--- config.mk ---
export PLATFORM = sky130hd
export DESIGN_NAME = sbpt_timer
export DESIGN_NICKNAME = d
export VERILOG_FILES = /design/src/rtl/sbpt_pkg.sv /design/src/rtl/sbpt_edge.sv /design/src/rtl/sbpt_prescale.sv /design/src/rtl/sbpt_timer.sv
export VERILOG_INCLUDE_DIRS = /design/src /design/src/rtl
export SDC_FILE = /design/constraint.sdc
export NUM_CORES = 1
export LEC_CHECK = 0
export ABC_CLOCK_PERIOD_IN_PS = 5400
export BUFFER_PORTS_ARGS = -buffer_cell sky130_fd_sc_hd__buf_2
export CORE_ASPECT_RATIO = 0.7
export CORE_MARGIN = 2
export CORE_UTILIZATION = 32
export CTS_CLUSTER_SIZE = 12
export DETAILED_ROUTE_END_ITERATION = 12
export HOLD_SLACK_MARGIN = 0.05
export PLACE_DENSITY = 0.63
export SLEW_MARGIN = 20
export SYNTH_ARGS = -nofsm -noshare
export SYNTH_HDL_FRONTEND = slang
export SYNTH_SLANG_ARGS = --single-unit
--- constraint.sdc ---
create_clock -name ref_clk -period 5.4 [get_ports ref_clk]
set_input_delay 0.54 -clock ref_clk [delete_from_list [all_inputs] [get_ports ref_clk]]
set_output_delay 0.54 -clock ref_clk [all_outputs]
set_load 0.01 [all_outputs]
--- src/rtl/sbpt_defs.svh ---
// Operation
// - timer mode: count each instruction cycle to period value, wrap to zero
// - timer mode in idle: keep counting only while stop_in_idle (bit 13) is clear
// - timer mode, stop_in_idle set: freeze during idle, resume from held value
// - sync counter: count synchronised external rising edges, wrap after period match
// - sync counter in idle: continue if stop_in_idle clear, else halt then resume
// - async counter: count raw external rising edges, wrap after period value
// - async counter: stop during idle when stop_in_idle is set
// - interrupt on period match, or on gate falling edge in gated operation
// - mode, gating, prescaler and idle behaviour come from one 16-bit control word
// - usable as real-time clock time base or free-running 16-bit timer/counter
// - supports gated timing, selectable prescaler, idle and sleep operation
`ifndef SBPT_DEFS_SVH
`define SBPT_DEFS_SVH

`define SBPT_CTL_ON       15
`define SBPT_CTL_SIDL     13
`define SBPT_CTL_GATE     6
`define SBPT_CTL_PS_HI    5
`define SBPT_CTL_PS_LO    4
`define SBPT_CTL_SYNC     2
`define SBPT_CTL_EXT      1

`define SBPT_CNT_ZERO     16'h0000
`define SBPT_CNT_ONE      16'h0001

`define SBPT_PS_ZERO      8'h00
`define SBPT_PS_ONE       8'h01
`define SBPT_PS_TC_1      8'h00
`define SBPT_PS_TC_8      8'h07
`define SBPT_PS_TC_64     8'h3f
`define SBPT_PS_TC_256    8'hff

`endif

--- src/rtl/sbpt_pkg.sv ---
package sbpt_pkg;

   typedef enum logic [1:0] {
      SBPT_OFF   = 2'b00,
      SBPT_RUN   = 2'b01,
      SBPT_HOLD  = 2'b10,
      SBPT_SLEEP = 2'b11
   } sbpt_state_t;

   typedef enum logic [1:0] {
      SBPT_TIMER = 2'b00,
      SBPT_GATED = 2'b01,
      SBPT_SYNC  = 2'b10,
      SBPT_ASYNC = 2'b11
   } sbpt_mode_t;

   typedef enum logic [1:0] {
      SBPT_DIV1   = 2'b00,
      SBPT_DIV8   = 2'b01,
      SBPT_DIV64  = 2'b10,
      SBPT_DIV256 = 2'b11
   } sbpt_ps_t;

endpackage

--- src/rtl/sbpt_edge.sv ---
`include "sbpt_defs.svh"

module sbpt_edge (
   input  wire logic ref_clk,
   input  wire logic sys_rst,
   input  wire logic sig_in,
   input  wire logic sync_en,
   output logic      level,
   output logic      rise,
   output logic      fall
);
   logic meta;
   logic synced;
   logic raw_q;
   logic sync_q;

   // meta is read by the second stage only
   always_ff @(posedge ref_clk) begin
      if (sys_rst) begin
         meta   <= 1'b0;
         synced <= 1'b0;
         raw_q  <= 1'b0;
         sync_q <= 1'b0;
      end else begin
         meta   <= sig_in;
         synced <= meta;
         raw_q  <= sig_in;
         sync_q <= synced;
      end
   end

   // raw path skips the synchroniser, so edges land two cycles earlier
   assign level = sync_en ? synced : sig_in;
   assign rise  = sync_en ? (synced & ~sync_q) : (sig_in & ~raw_q);
   assign fall  = sync_en ? (~synced & sync_q) : (~sig_in & raw_q);
endmodule

--- src/rtl/sbpt_prescale.sv ---
`include "sbpt_defs.svh"

module sbpt_prescale (
   input  wire logic              ref_clk,
   input  wire logic              sys_rst,
   input  wire logic              clear,
   input  wire logic              tick_in,
   input  wire sbpt_pkg::sbpt_ps_t ratio,
   output logic                   tick_out
);
   import sbpt_pkg::*;

   logic [7:0] div_cnt;
   logic [7:0] term;
   logic       at_term;

   assign term = (ratio == SBPT_DIV8)   ? `SBPT_PS_TC_8   :
                 (ratio == SBPT_DIV64)  ? `SBPT_PS_TC_64  :
                 (ratio == SBPT_DIV256) ? `SBPT_PS_TC_256 : `SBPT_PS_TC_1;
   assign at_term  = (div_cnt >= term);
   assign tick_out = tick_in & at_term;

   always_ff @(posedge ref_clk) begin
      if (sys_rst || clear) begin
         div_cnt <= `SBPT_PS_ZERO;
      end else if (tick_in) begin
         div_cnt <= at_term ? `SBPT_PS_ZERO : div_cnt + `SBPT_PS_ONE;
      end
   end
endmodule

--- src/rtl/sbpt_timer.sv ---
`include "sbpt_defs.svh"

module sbpt_timer (
   input  wire logic                ref_clk,
   input  wire logic                sys_rst,
   input  wire logic [15:0]         first_timer_control_word,
   input  wire logic [15:0]         period_value,
   input  wire logic                count_load,
   input  wire logic [15:0]         count_load_value,
   input  wire logic                cpu_idle,
   input  wire logic                cpu_sleep,
   input  wire logic                ext_in,
   output logic [15:0]              count_value,
   output logic                     timer_irq,
   output sbpt_pkg::sbpt_state_t    run_state,
   output sbpt_pkg::sbpt_mode_t     active_mode,
   output logic                     gate_open
);
   import sbpt_pkg::*;

   // control word decode
   logic        tmr_on;
   logic        stop_in_idle;
   logic        gate_en;
   logic        sync_sel;
   logic        ext_sel;
   sbpt_ps_t    ps_sel;
   sbpt_mode_t  mode;

   assign tmr_on       = first_timer_control_word[`SBPT_CTL_ON];
   assign stop_in_idle = first_timer_control_word[`SBPT_CTL_SIDL];
   assign gate_en      = first_timer_control_word[`SBPT_CTL_GATE];
   assign sync_sel     = first_timer_control_word[`SBPT_CTL_SYNC];
   assign ext_sel      = first_timer_control_word[`SBPT_CTL_EXT];
   assign ps_sel       = sbpt_ps_t'(first_timer_control_word[`SBPT_CTL_PS_HI:`SBPT_CTL_PS_LO]);

   // gating only applies to the internal cycle source
   assign mode = ext_sel  ? (sync_sel ? SBPT_SYNC : SBPT_ASYNC) :
                 (gate_en ? SBPT_GATED : SBPT_TIMER);

   // external pin: clock in counter modes, gate in gated mode
   logic ext_level;
   logic ext_rise;
   logic ext_fall;
   logic use_sync;

   assign use_sync = (mode != SBPT_ASYNC);

   sbpt_edge u_edge (
      .ref_clk (ref_clk),
      .sys_rst (sys_rst),
      .sig_in  (ext_in),
      .sync_en (use_sync),
      .level   (ext_level),
      .rise    (ext_rise),
      .fall    (ext_fall)
   );

   // run state: idle with stop_in_idle freezes every mode; sleep halts the
   // instruction-clocked paths, while the async counter keeps running
   sbpt_state_t next_run_state;
   logic        idle_stop;
   logic        sleep_stop;

   assign idle_stop  = cpu_idle & stop_in_idle;
   assign sleep_stop = cpu_sleep & (mode != SBPT_ASYNC);

   always_comb begin
      next_run_state = run_state;
      case (run_state)
         SBPT_OFF: begin
            if (tmr_on) begin
               next_run_state = SBPT_RUN;
            end
         end
         SBPT_RUN: begin
            if (!tmr_on) begin
               next_run_state = SBPT_OFF;
            end else if (sleep_stop) begin
               next_run_state = SBPT_SLEEP;
            end else if (idle_stop) begin
               next_run_state = SBPT_HOLD;
            end
         end
         SBPT_HOLD: begin
            if (!tmr_on) begin
               next_run_state = SBPT_OFF;
            end else if (sleep_stop) begin
               next_run_state = SBPT_SLEEP;
            end else if (!idle_stop) begin
               next_run_state = SBPT_RUN;
            end
         end
         SBPT_SLEEP: begin
            if (!tmr_on) begin
               next_run_state = SBPT_OFF;
            end else if (!sleep_stop) begin
               next_run_state = idle_stop ? SBPT_HOLD : SBPT_RUN;
            end
         end
         default: begin
            next_run_state = SBPT_OFF;
         end
      endcase
   end

   // count source per mode
   logic src_tick;
   logic counting;
   logic ps_tick;
   logic ps_clear;

   assign counting = (run_state == SBPT_RUN) & (next_run_state == SBPT_RUN);
   assign src_tick = (mode == SBPT_TIMER) ? 1'b1 :
                     (mode == SBPT_GATED) ? ext_level :
                     ext_rise;
   // a mode change restarts the prescaler so the first period is clean; a ratio
   // change alone keeps the divider count, the >= compare stops it overrunning
   assign ps_clear = (run_state == SBPT_OFF) | (mode != active_mode);

   sbpt_prescale u_ps (
      .ref_clk  (ref_clk),
      .sys_rst  (sys_rst),
      .clear    (ps_clear),
      .tick_in  (src_tick & counting),
      .ratio    (ps_sel),
      .tick_out (ps_tick)
   );

   // counter and period match
   logic [15:0] next_count;
   logic        at_period;
   logic        match_evt;
   logic        gate_evt;

   assign at_period  = (count_value == period_value);
   assign match_evt  = ps_tick & at_period;
   assign next_count = count_load ? count_load_value :
                       !ps_tick   ? count_value :
                       at_period  ? `SBPT_CNT_ZERO :
                       count_value + `SBPT_CNT_ONE;
   // gate end raises the request even if the period was not reached
   assign gate_evt   = (mode == SBPT_GATED) & counting & ext_fall;

   always_ff @(posedge ref_clk) begin
      if (sys_rst) begin
         run_state   <= SBPT_OFF;
         active_mode <= SBPT_TIMER;
         count_value <= `SBPT_CNT_ZERO;
         timer_irq   <= 1'b0;
         gate_open   <= 1'b0;
      end else begin
         run_state   <= next_run_state;
         active_mode <= mode;
         count_value <= next_count;
         timer_irq   <= match_evt | gate_evt;
         gate_open   <= (mode == SBPT_GATED) & ext_level;
      end
   end
endmodule

* After elaboration in Yosys (flattened, before gate mapping)
Index checks and enable logic that the tools add are counted.
** Word-level totals
- Flip-flop bits (word level) :: 33
- Input port bits :: 54
- Output and inout port bits :: 22
- Word-level logic and storage cells :: 72
** Operators by class
- Add/sub/neg operators :: 2
- Order comparisons :: 1
- Equality and inequality tests :: 11
- Multiplexer cells :: 26
- Bitwise gates (word level) :: 19
- Reduce and logical (&&, ||, !) cells :: 4
** Operator list (count)
- 2-to-1 mux 16 bit :: 3
- 2-to-1 mux 8 bit :: 4
- 2-to-1 mux 2 bit :: 11
- adder 16 x 1 -> 16 bit (second input constant) :: 1
- == test 16 bit :: 1
- bitwise AND 1 bit :: 13
- adder 8 x 1 -> 8 bit (second input constant) :: 1
- == test 2 x 1 -> 1 bit (second input constant) :: 4
- == test 2 bit (second input constant) :: 4
- >= comparator 8 bit :: 1
- one-hot mux 2 bit (4 select lines) :: 1
- 2-to-1 mux 1 bit :: 7
- zero test 2 bit :: 2
- NOT 1 bit :: 4
- != test 2 bit :: 1
- != test 2 bit (second input constant) :: 1
- OR 1 bit :: 2
- nonzero test 2 bit :: 1
- logical OR 1 bit :: 1

* Logic depth before layout (Yosys ltp)
- Depth in word-level cells :: 13
- Mapped depth :: 11
- Mapped depth without buffers :: 9

* Modules after synthesis
A second synthesis with hierarchy kept.
** Second synthesis, totals
- Cell total of the unflattened synthesis :: 248
- Area total of the unflattened synthesis :: 2119.5 µm²
** By module, submodules not included
- sbpt_timer :: instances 1, cells each 167, area an instance 1405.1 µm², seq. area each 440.4 µm²
- sbpt_prescale :: instances 1, cells each 68, area an instance 588.1 µm², seq. area each 160.2 µm²
- sbpt_edge :: instances 1, cells each 13, area an instance 126.4 µm², seq. area each 60.1 µm²

* Least setup slack after synthesis
OpenSTA, ideal clock, no wires.
- Path kind :: input to register
- From :: in first_timer_control_word[4]
- To :: reg count_value[1]
- Setup time :: 0.074 ns
- Arrival :: 2.413 ns
- Required time :: 5.326 ns
- Slack :: 2.912 ns
- Stages on the path :: 9
- Path buffers :: 1
- Cells stage by stage :: or2_2 -> ha_1 -> nor2b_1 -> o21ai_0 -> a21oi_1 -> or3_4 -> buf_6 -> or3b_1 -> a31oi_1
** On the way
- Cells in the longest elaborated chain, start to end :: 7
- Elaborated cells on any way between the ends :: 9
- Classes of those cells :: order compare (1); eq/ne (3); mux (3); bitwise (1); reduce/logical (1)
** RTL lines
- start: declaration :: RTL line sbpt_timer.sv:6 : input wire logic [15:0] first_timer_control_word,
- == test 2 bit :: RTL line sbpt_prescale.sv:19 : (ratio == SBPT_DIV256) ? `SBPT_PS_TC_256 : `SBPT_PS_TC_1;
- 2-to-1 mux 8 bit (no line) (2 in series)
- 2-to-1 mux 8 bit (no line) *
- >= comparator 8 bit * :: RTL line sbpt_prescale.sv:20 : assign at_term = (div_cnt >= term);
- bitwise AND 1 bit * :: RTL line sbpt_prescale.sv:21 : assign tick_out = tick_in & at_term;
- nonzero test 2 bit (no line) *
- end signal: assignment :: RTL line sbpt_timer.sv:149 : count_value <= `SBPT_CNT_ZERO;
- end signal: assignment :: RTL line sbpt_timer.sv:155 : count_value <= next_count;
- end: declaration :: RTL line sbpt_timer.sv:13 : output logic [15:0] count_value,
Mark *: on every way between the ends. The rest lies on a longest branch, timed or not.
A chain may end at the register's enable or synchronous reset.

* Worst setup path in the final report
- From :: in first_timer_control_word[4]
- To :: reg u_ps.div_cnt[1]
** On the way
- Cells in the longest elaborated chain, start to end :: 6
- Elaborated cells on any way between the ends :: 8
- Classes of those cells :: order compare (1); eq/ne (3); mux (4)
** RTL lines
- == test 2 bit :: RTL line sbpt_prescale.sv:19
- 2-to-1 mux 8 bit (no line) (2 in series)
- 2-to-1 mux 8 bit (no line) *
- >= comparator 8 bit * :: RTL line sbpt_prescale.sv:20
- 2-to-1 mux 8 bit (no line) *
- end signal: assignment :: RTL line sbpt_prescale.sv:25 : div_cnt <= `SBPT_PS_ZERO;
- end signal: assignment :: RTL line sbpt_prescale.sv:27 : div_cnt <= at_term ? `SBPT_PS_ZERO : div_cnt + `SBPT_PS_ONE;
- end: declaration :: RTL line sbpt_prescale.sv:13 : logic [7:0] div_cnt;
Marked as above.

==> flow_summary.yaml <==
global_routing:
  grt_overflow: 0
  antenna_found_initial: 0
  gr-usage-all-layers_pct: 16.51
  grt_pass1_vias: 1938
  grt_first_pass_wirelength_um: 9432
  grt_start_max_net_pins: 20
placed_design:
  dpl.hpwl_um: 4498
  dp_slack_ns: 2.544
  portBuffers: 66
  gp_congestion: 0.8024
setup_path:
  rr_startpoint: "u_ps.div_cnt[0]"
  required_ns: 5.61
  reg2reg_depth: 8
  cp_max_fo: 8
  path_cells: "buf_2 -> or2_2 -> inv_1 -> ha_1 -> a21oi_1 -> o21ai_0 -> a21oi_1 -> nor2_1 -> or4_1 -> a21oi_1"
  cp-start-kind: "input port"
  crit_start: "first_timer_control_word[4]"
  cpPeakStageDelay_ns: 0.68
  arrival_ns: 2.78
  r2r-end: "u_ps.div_cnt[1]"
  cpMaxStageDelayCell: "or4_1"
  end_kind: "flip-flop"
  crit_top_cell: "a21oi_1"
  path_class: "in -> reg"
  r2r_slack_ns: 3.01
synthesis:
  synthesis.instances: 263
  syn_nets: 327
  async_flop_share_pct: 0
  synth-compound-area-share_pct: 12.90
  muxShareOfSynthArea_pct: 0
  synth_edf_count: 0
  synthAdderAreaFrac_pct: 5.917
  yosys_warnings: 0
  synth_top_family_by_area: "simple AND/OR/NAND/NOR gates"
  synth_area_per_cell_um2: 8.040
  synth_xor_area_share_pct: 11.60
  synth_area_um2: 2115
  synth-simple-area-share_pct: 34.32
  yosysTopAreaCell: "dfxtp_1"
  yosysSeqAreaShare_pct: 31.24
  synth_area_leaders: "dfxtp_1 (31%), xnor2_1 (9.5%), ha_1 (5.9%)"
  synth_top_area_share_pct: 31.24
  ys_ff_latch: 33
  ys.flop_type: "dfxtp_1"
  synthDistinctLibCells: 42
layout:
  num_antenna_cells: 0
  final_util_pct: 41.51
  finalNetCount: 388
  area_delta_synth_final_pct: 23.79
  mostFrequentLayoutCells: "buf_2 (66), dfxtp_1 (33), nand2_1 (31)"
  final_common_cell: "buf_2"
  layout-drive-gt1-share_pct: 25.54
sta:
  tns_ns: 0
  fmax_mhz: 389.0
  setup_viol: 0
  rsz0062_at_grt: "false"
  worst_slack_ns: 2.830
  worst_pin_slew_ns: 0.8712
  post-route-min-period_ns: 2.570
  hold_viol: 0
  slew_violations: 0
  clock_skew_ns: 0.008104
  relSlewSlack_pct: 41.70
  finalCritPeriodShare_pct: 47.60
clock_tree:
  cts_buffers: 5
  clock-sinks: 33
  cts_root_buf: "clkbuf_8"
  cts_buffer_depth: 2
  postCtsHoldBufs: 0
  path_clk_slew_ns: 0.07
  clock_latency_ns: 0.29
  h-tree-depth: 2
  cts_setup_buffers: 0
  cts_resized: 0
  cts_tree: "yes"
floorplan:
  ioPinCount: 76
  die-area_um2: 7285
  die_h_um: 72.01
  core_area_um2: 6306
  num_rows: 24
  initial_core_util_pct: 33.53
  die_x_um: 101.2
route:
  drc_errors: 0
  drtAntennaViolNets: 0
  dr.pass1.iters: 4
  routedWlPerCell_um: 14.33
  via_per_inst: 5.199
  wl_um: 5775
  vias: 2095
  dr.first_iter.drc_count: 121
job:
  cap_viol_max_count: 0
worst_hold_path:
  hold_class: "in -> reg"
  hp-start: "count_load_value[3]"
  whs_endpoint: "count_value[3]"
  holdPathStages: 3
status:
  outcome: "finished clean"
pwr:
  irDropWorstVdd_uv: 122.8
  p_leak_uw: 0.001040
  powerDensity_nw_per_um2: 228.0
-- per-layer routing --
metal  share of wire [%]  track usage [%]
met5                   0                0
met4                0.71            4.204
met3                 7.6            3.950
met2                  43            23.62
met1                  49            24.75
-- registers in the layout, indices dropped and copies added, names as in the netlist, 2 cells and up --
register	cells
u_ps.div_cnt	8
active_mode	2
run_state	2
count_value	16
-- area by class of cell --
cell class,count,area (um^2)
fillers,675,3689
flip-flops and latches,33,660.6
repair buffers,67,337.8
clock buffers,6,82.58
clock inverters,2,37.54
well taps,78,97.59
multi-input cells,210,1375
inverters,7,26.28
-- report_power, final --
part           internal [uW]  switching (uW)  leakage, uW
logic                   40.7            41.4     0.000713
registers                253            16.1     0.000270
clock network            150            95.5    0.0000574
-- per-stage QoR --
stage | std cells | hold WS [ns] | power, uW | instance area (um^2)
finish | 403 | 0.4412 | 596.8 | 2618
global route | 403 | 0.4458 | 626.8 | 2618
CTS | 403 | 0.4405 | 602.5 | 2618
detailed placement | 395 | 0.4672 | 356.9 | 2497
global placement | 395 | 0.4511 | 355.0 | 2497
floorplan | 263 | 0.4392 | 317.4 | 2115
-- logic make-up (layout without fill, tap and decap cells) --
group	count (synthesis)	in the layout
AO/OA/AOI/OAI	38	38
XOR/XNOR	28	28
adder cells (fa/ha/maj)	10	10
buffers and inverters	20	82
flip-flops	33	33
AND/OR/NAND/NOR	134	134
-- critical path, delay by kind of cell --
kind | cells | cell delay (ns)
adder cells (fa/ha/maj) | 1 | 0.24
buffers and inverters | 2 | 0.18
AND/OR/NAND/NOR | 3 | 1.10
AO/OA/AOI/OAI | 4 | 0.70
-- worst max-delay path by stage --
stage / to / slack, ns / cells past startpoint
3_3_place_gp: u_ps.div_cnt[1] / 2.55 / 10
6_report: u_ps.div_cnt[1] / 2.83 / 10
2_1_floorplan: count_value[1] / 2.91 / 9
3_5_place_dp: u_ps.div_cnt[1] / 2.54 / 10
4_1_cts: u_ps.div_cnt[1] / 2.83 / 10
5_1_grt: u_ps.div_cnt[1] / 2.55 / 10
-- Yosys cell counts (2+ instances only) --
cell type	number
a211oi_1	2
a21oi_1	8
a31oi_1	6
and3_1	4
buf_2	2
clkbuf_1	9
dfxtp_1	33
ha_1	10
inv_1	7
nand2_1	31
nand2b_1	3
nand3_1	15
nand3b_1	7
nand4_1	9
nor2_1	26
nor2b_1	7
nor3_1	6
nor4_1	3
o211ai_1	13
o21ai_0	3
or2_1	2
or2_2	3
or3_1	3
or4_1	5
or4b_1	3
xnor2_1	23
xor2_1	5
(Power assumes the default switching activity.)
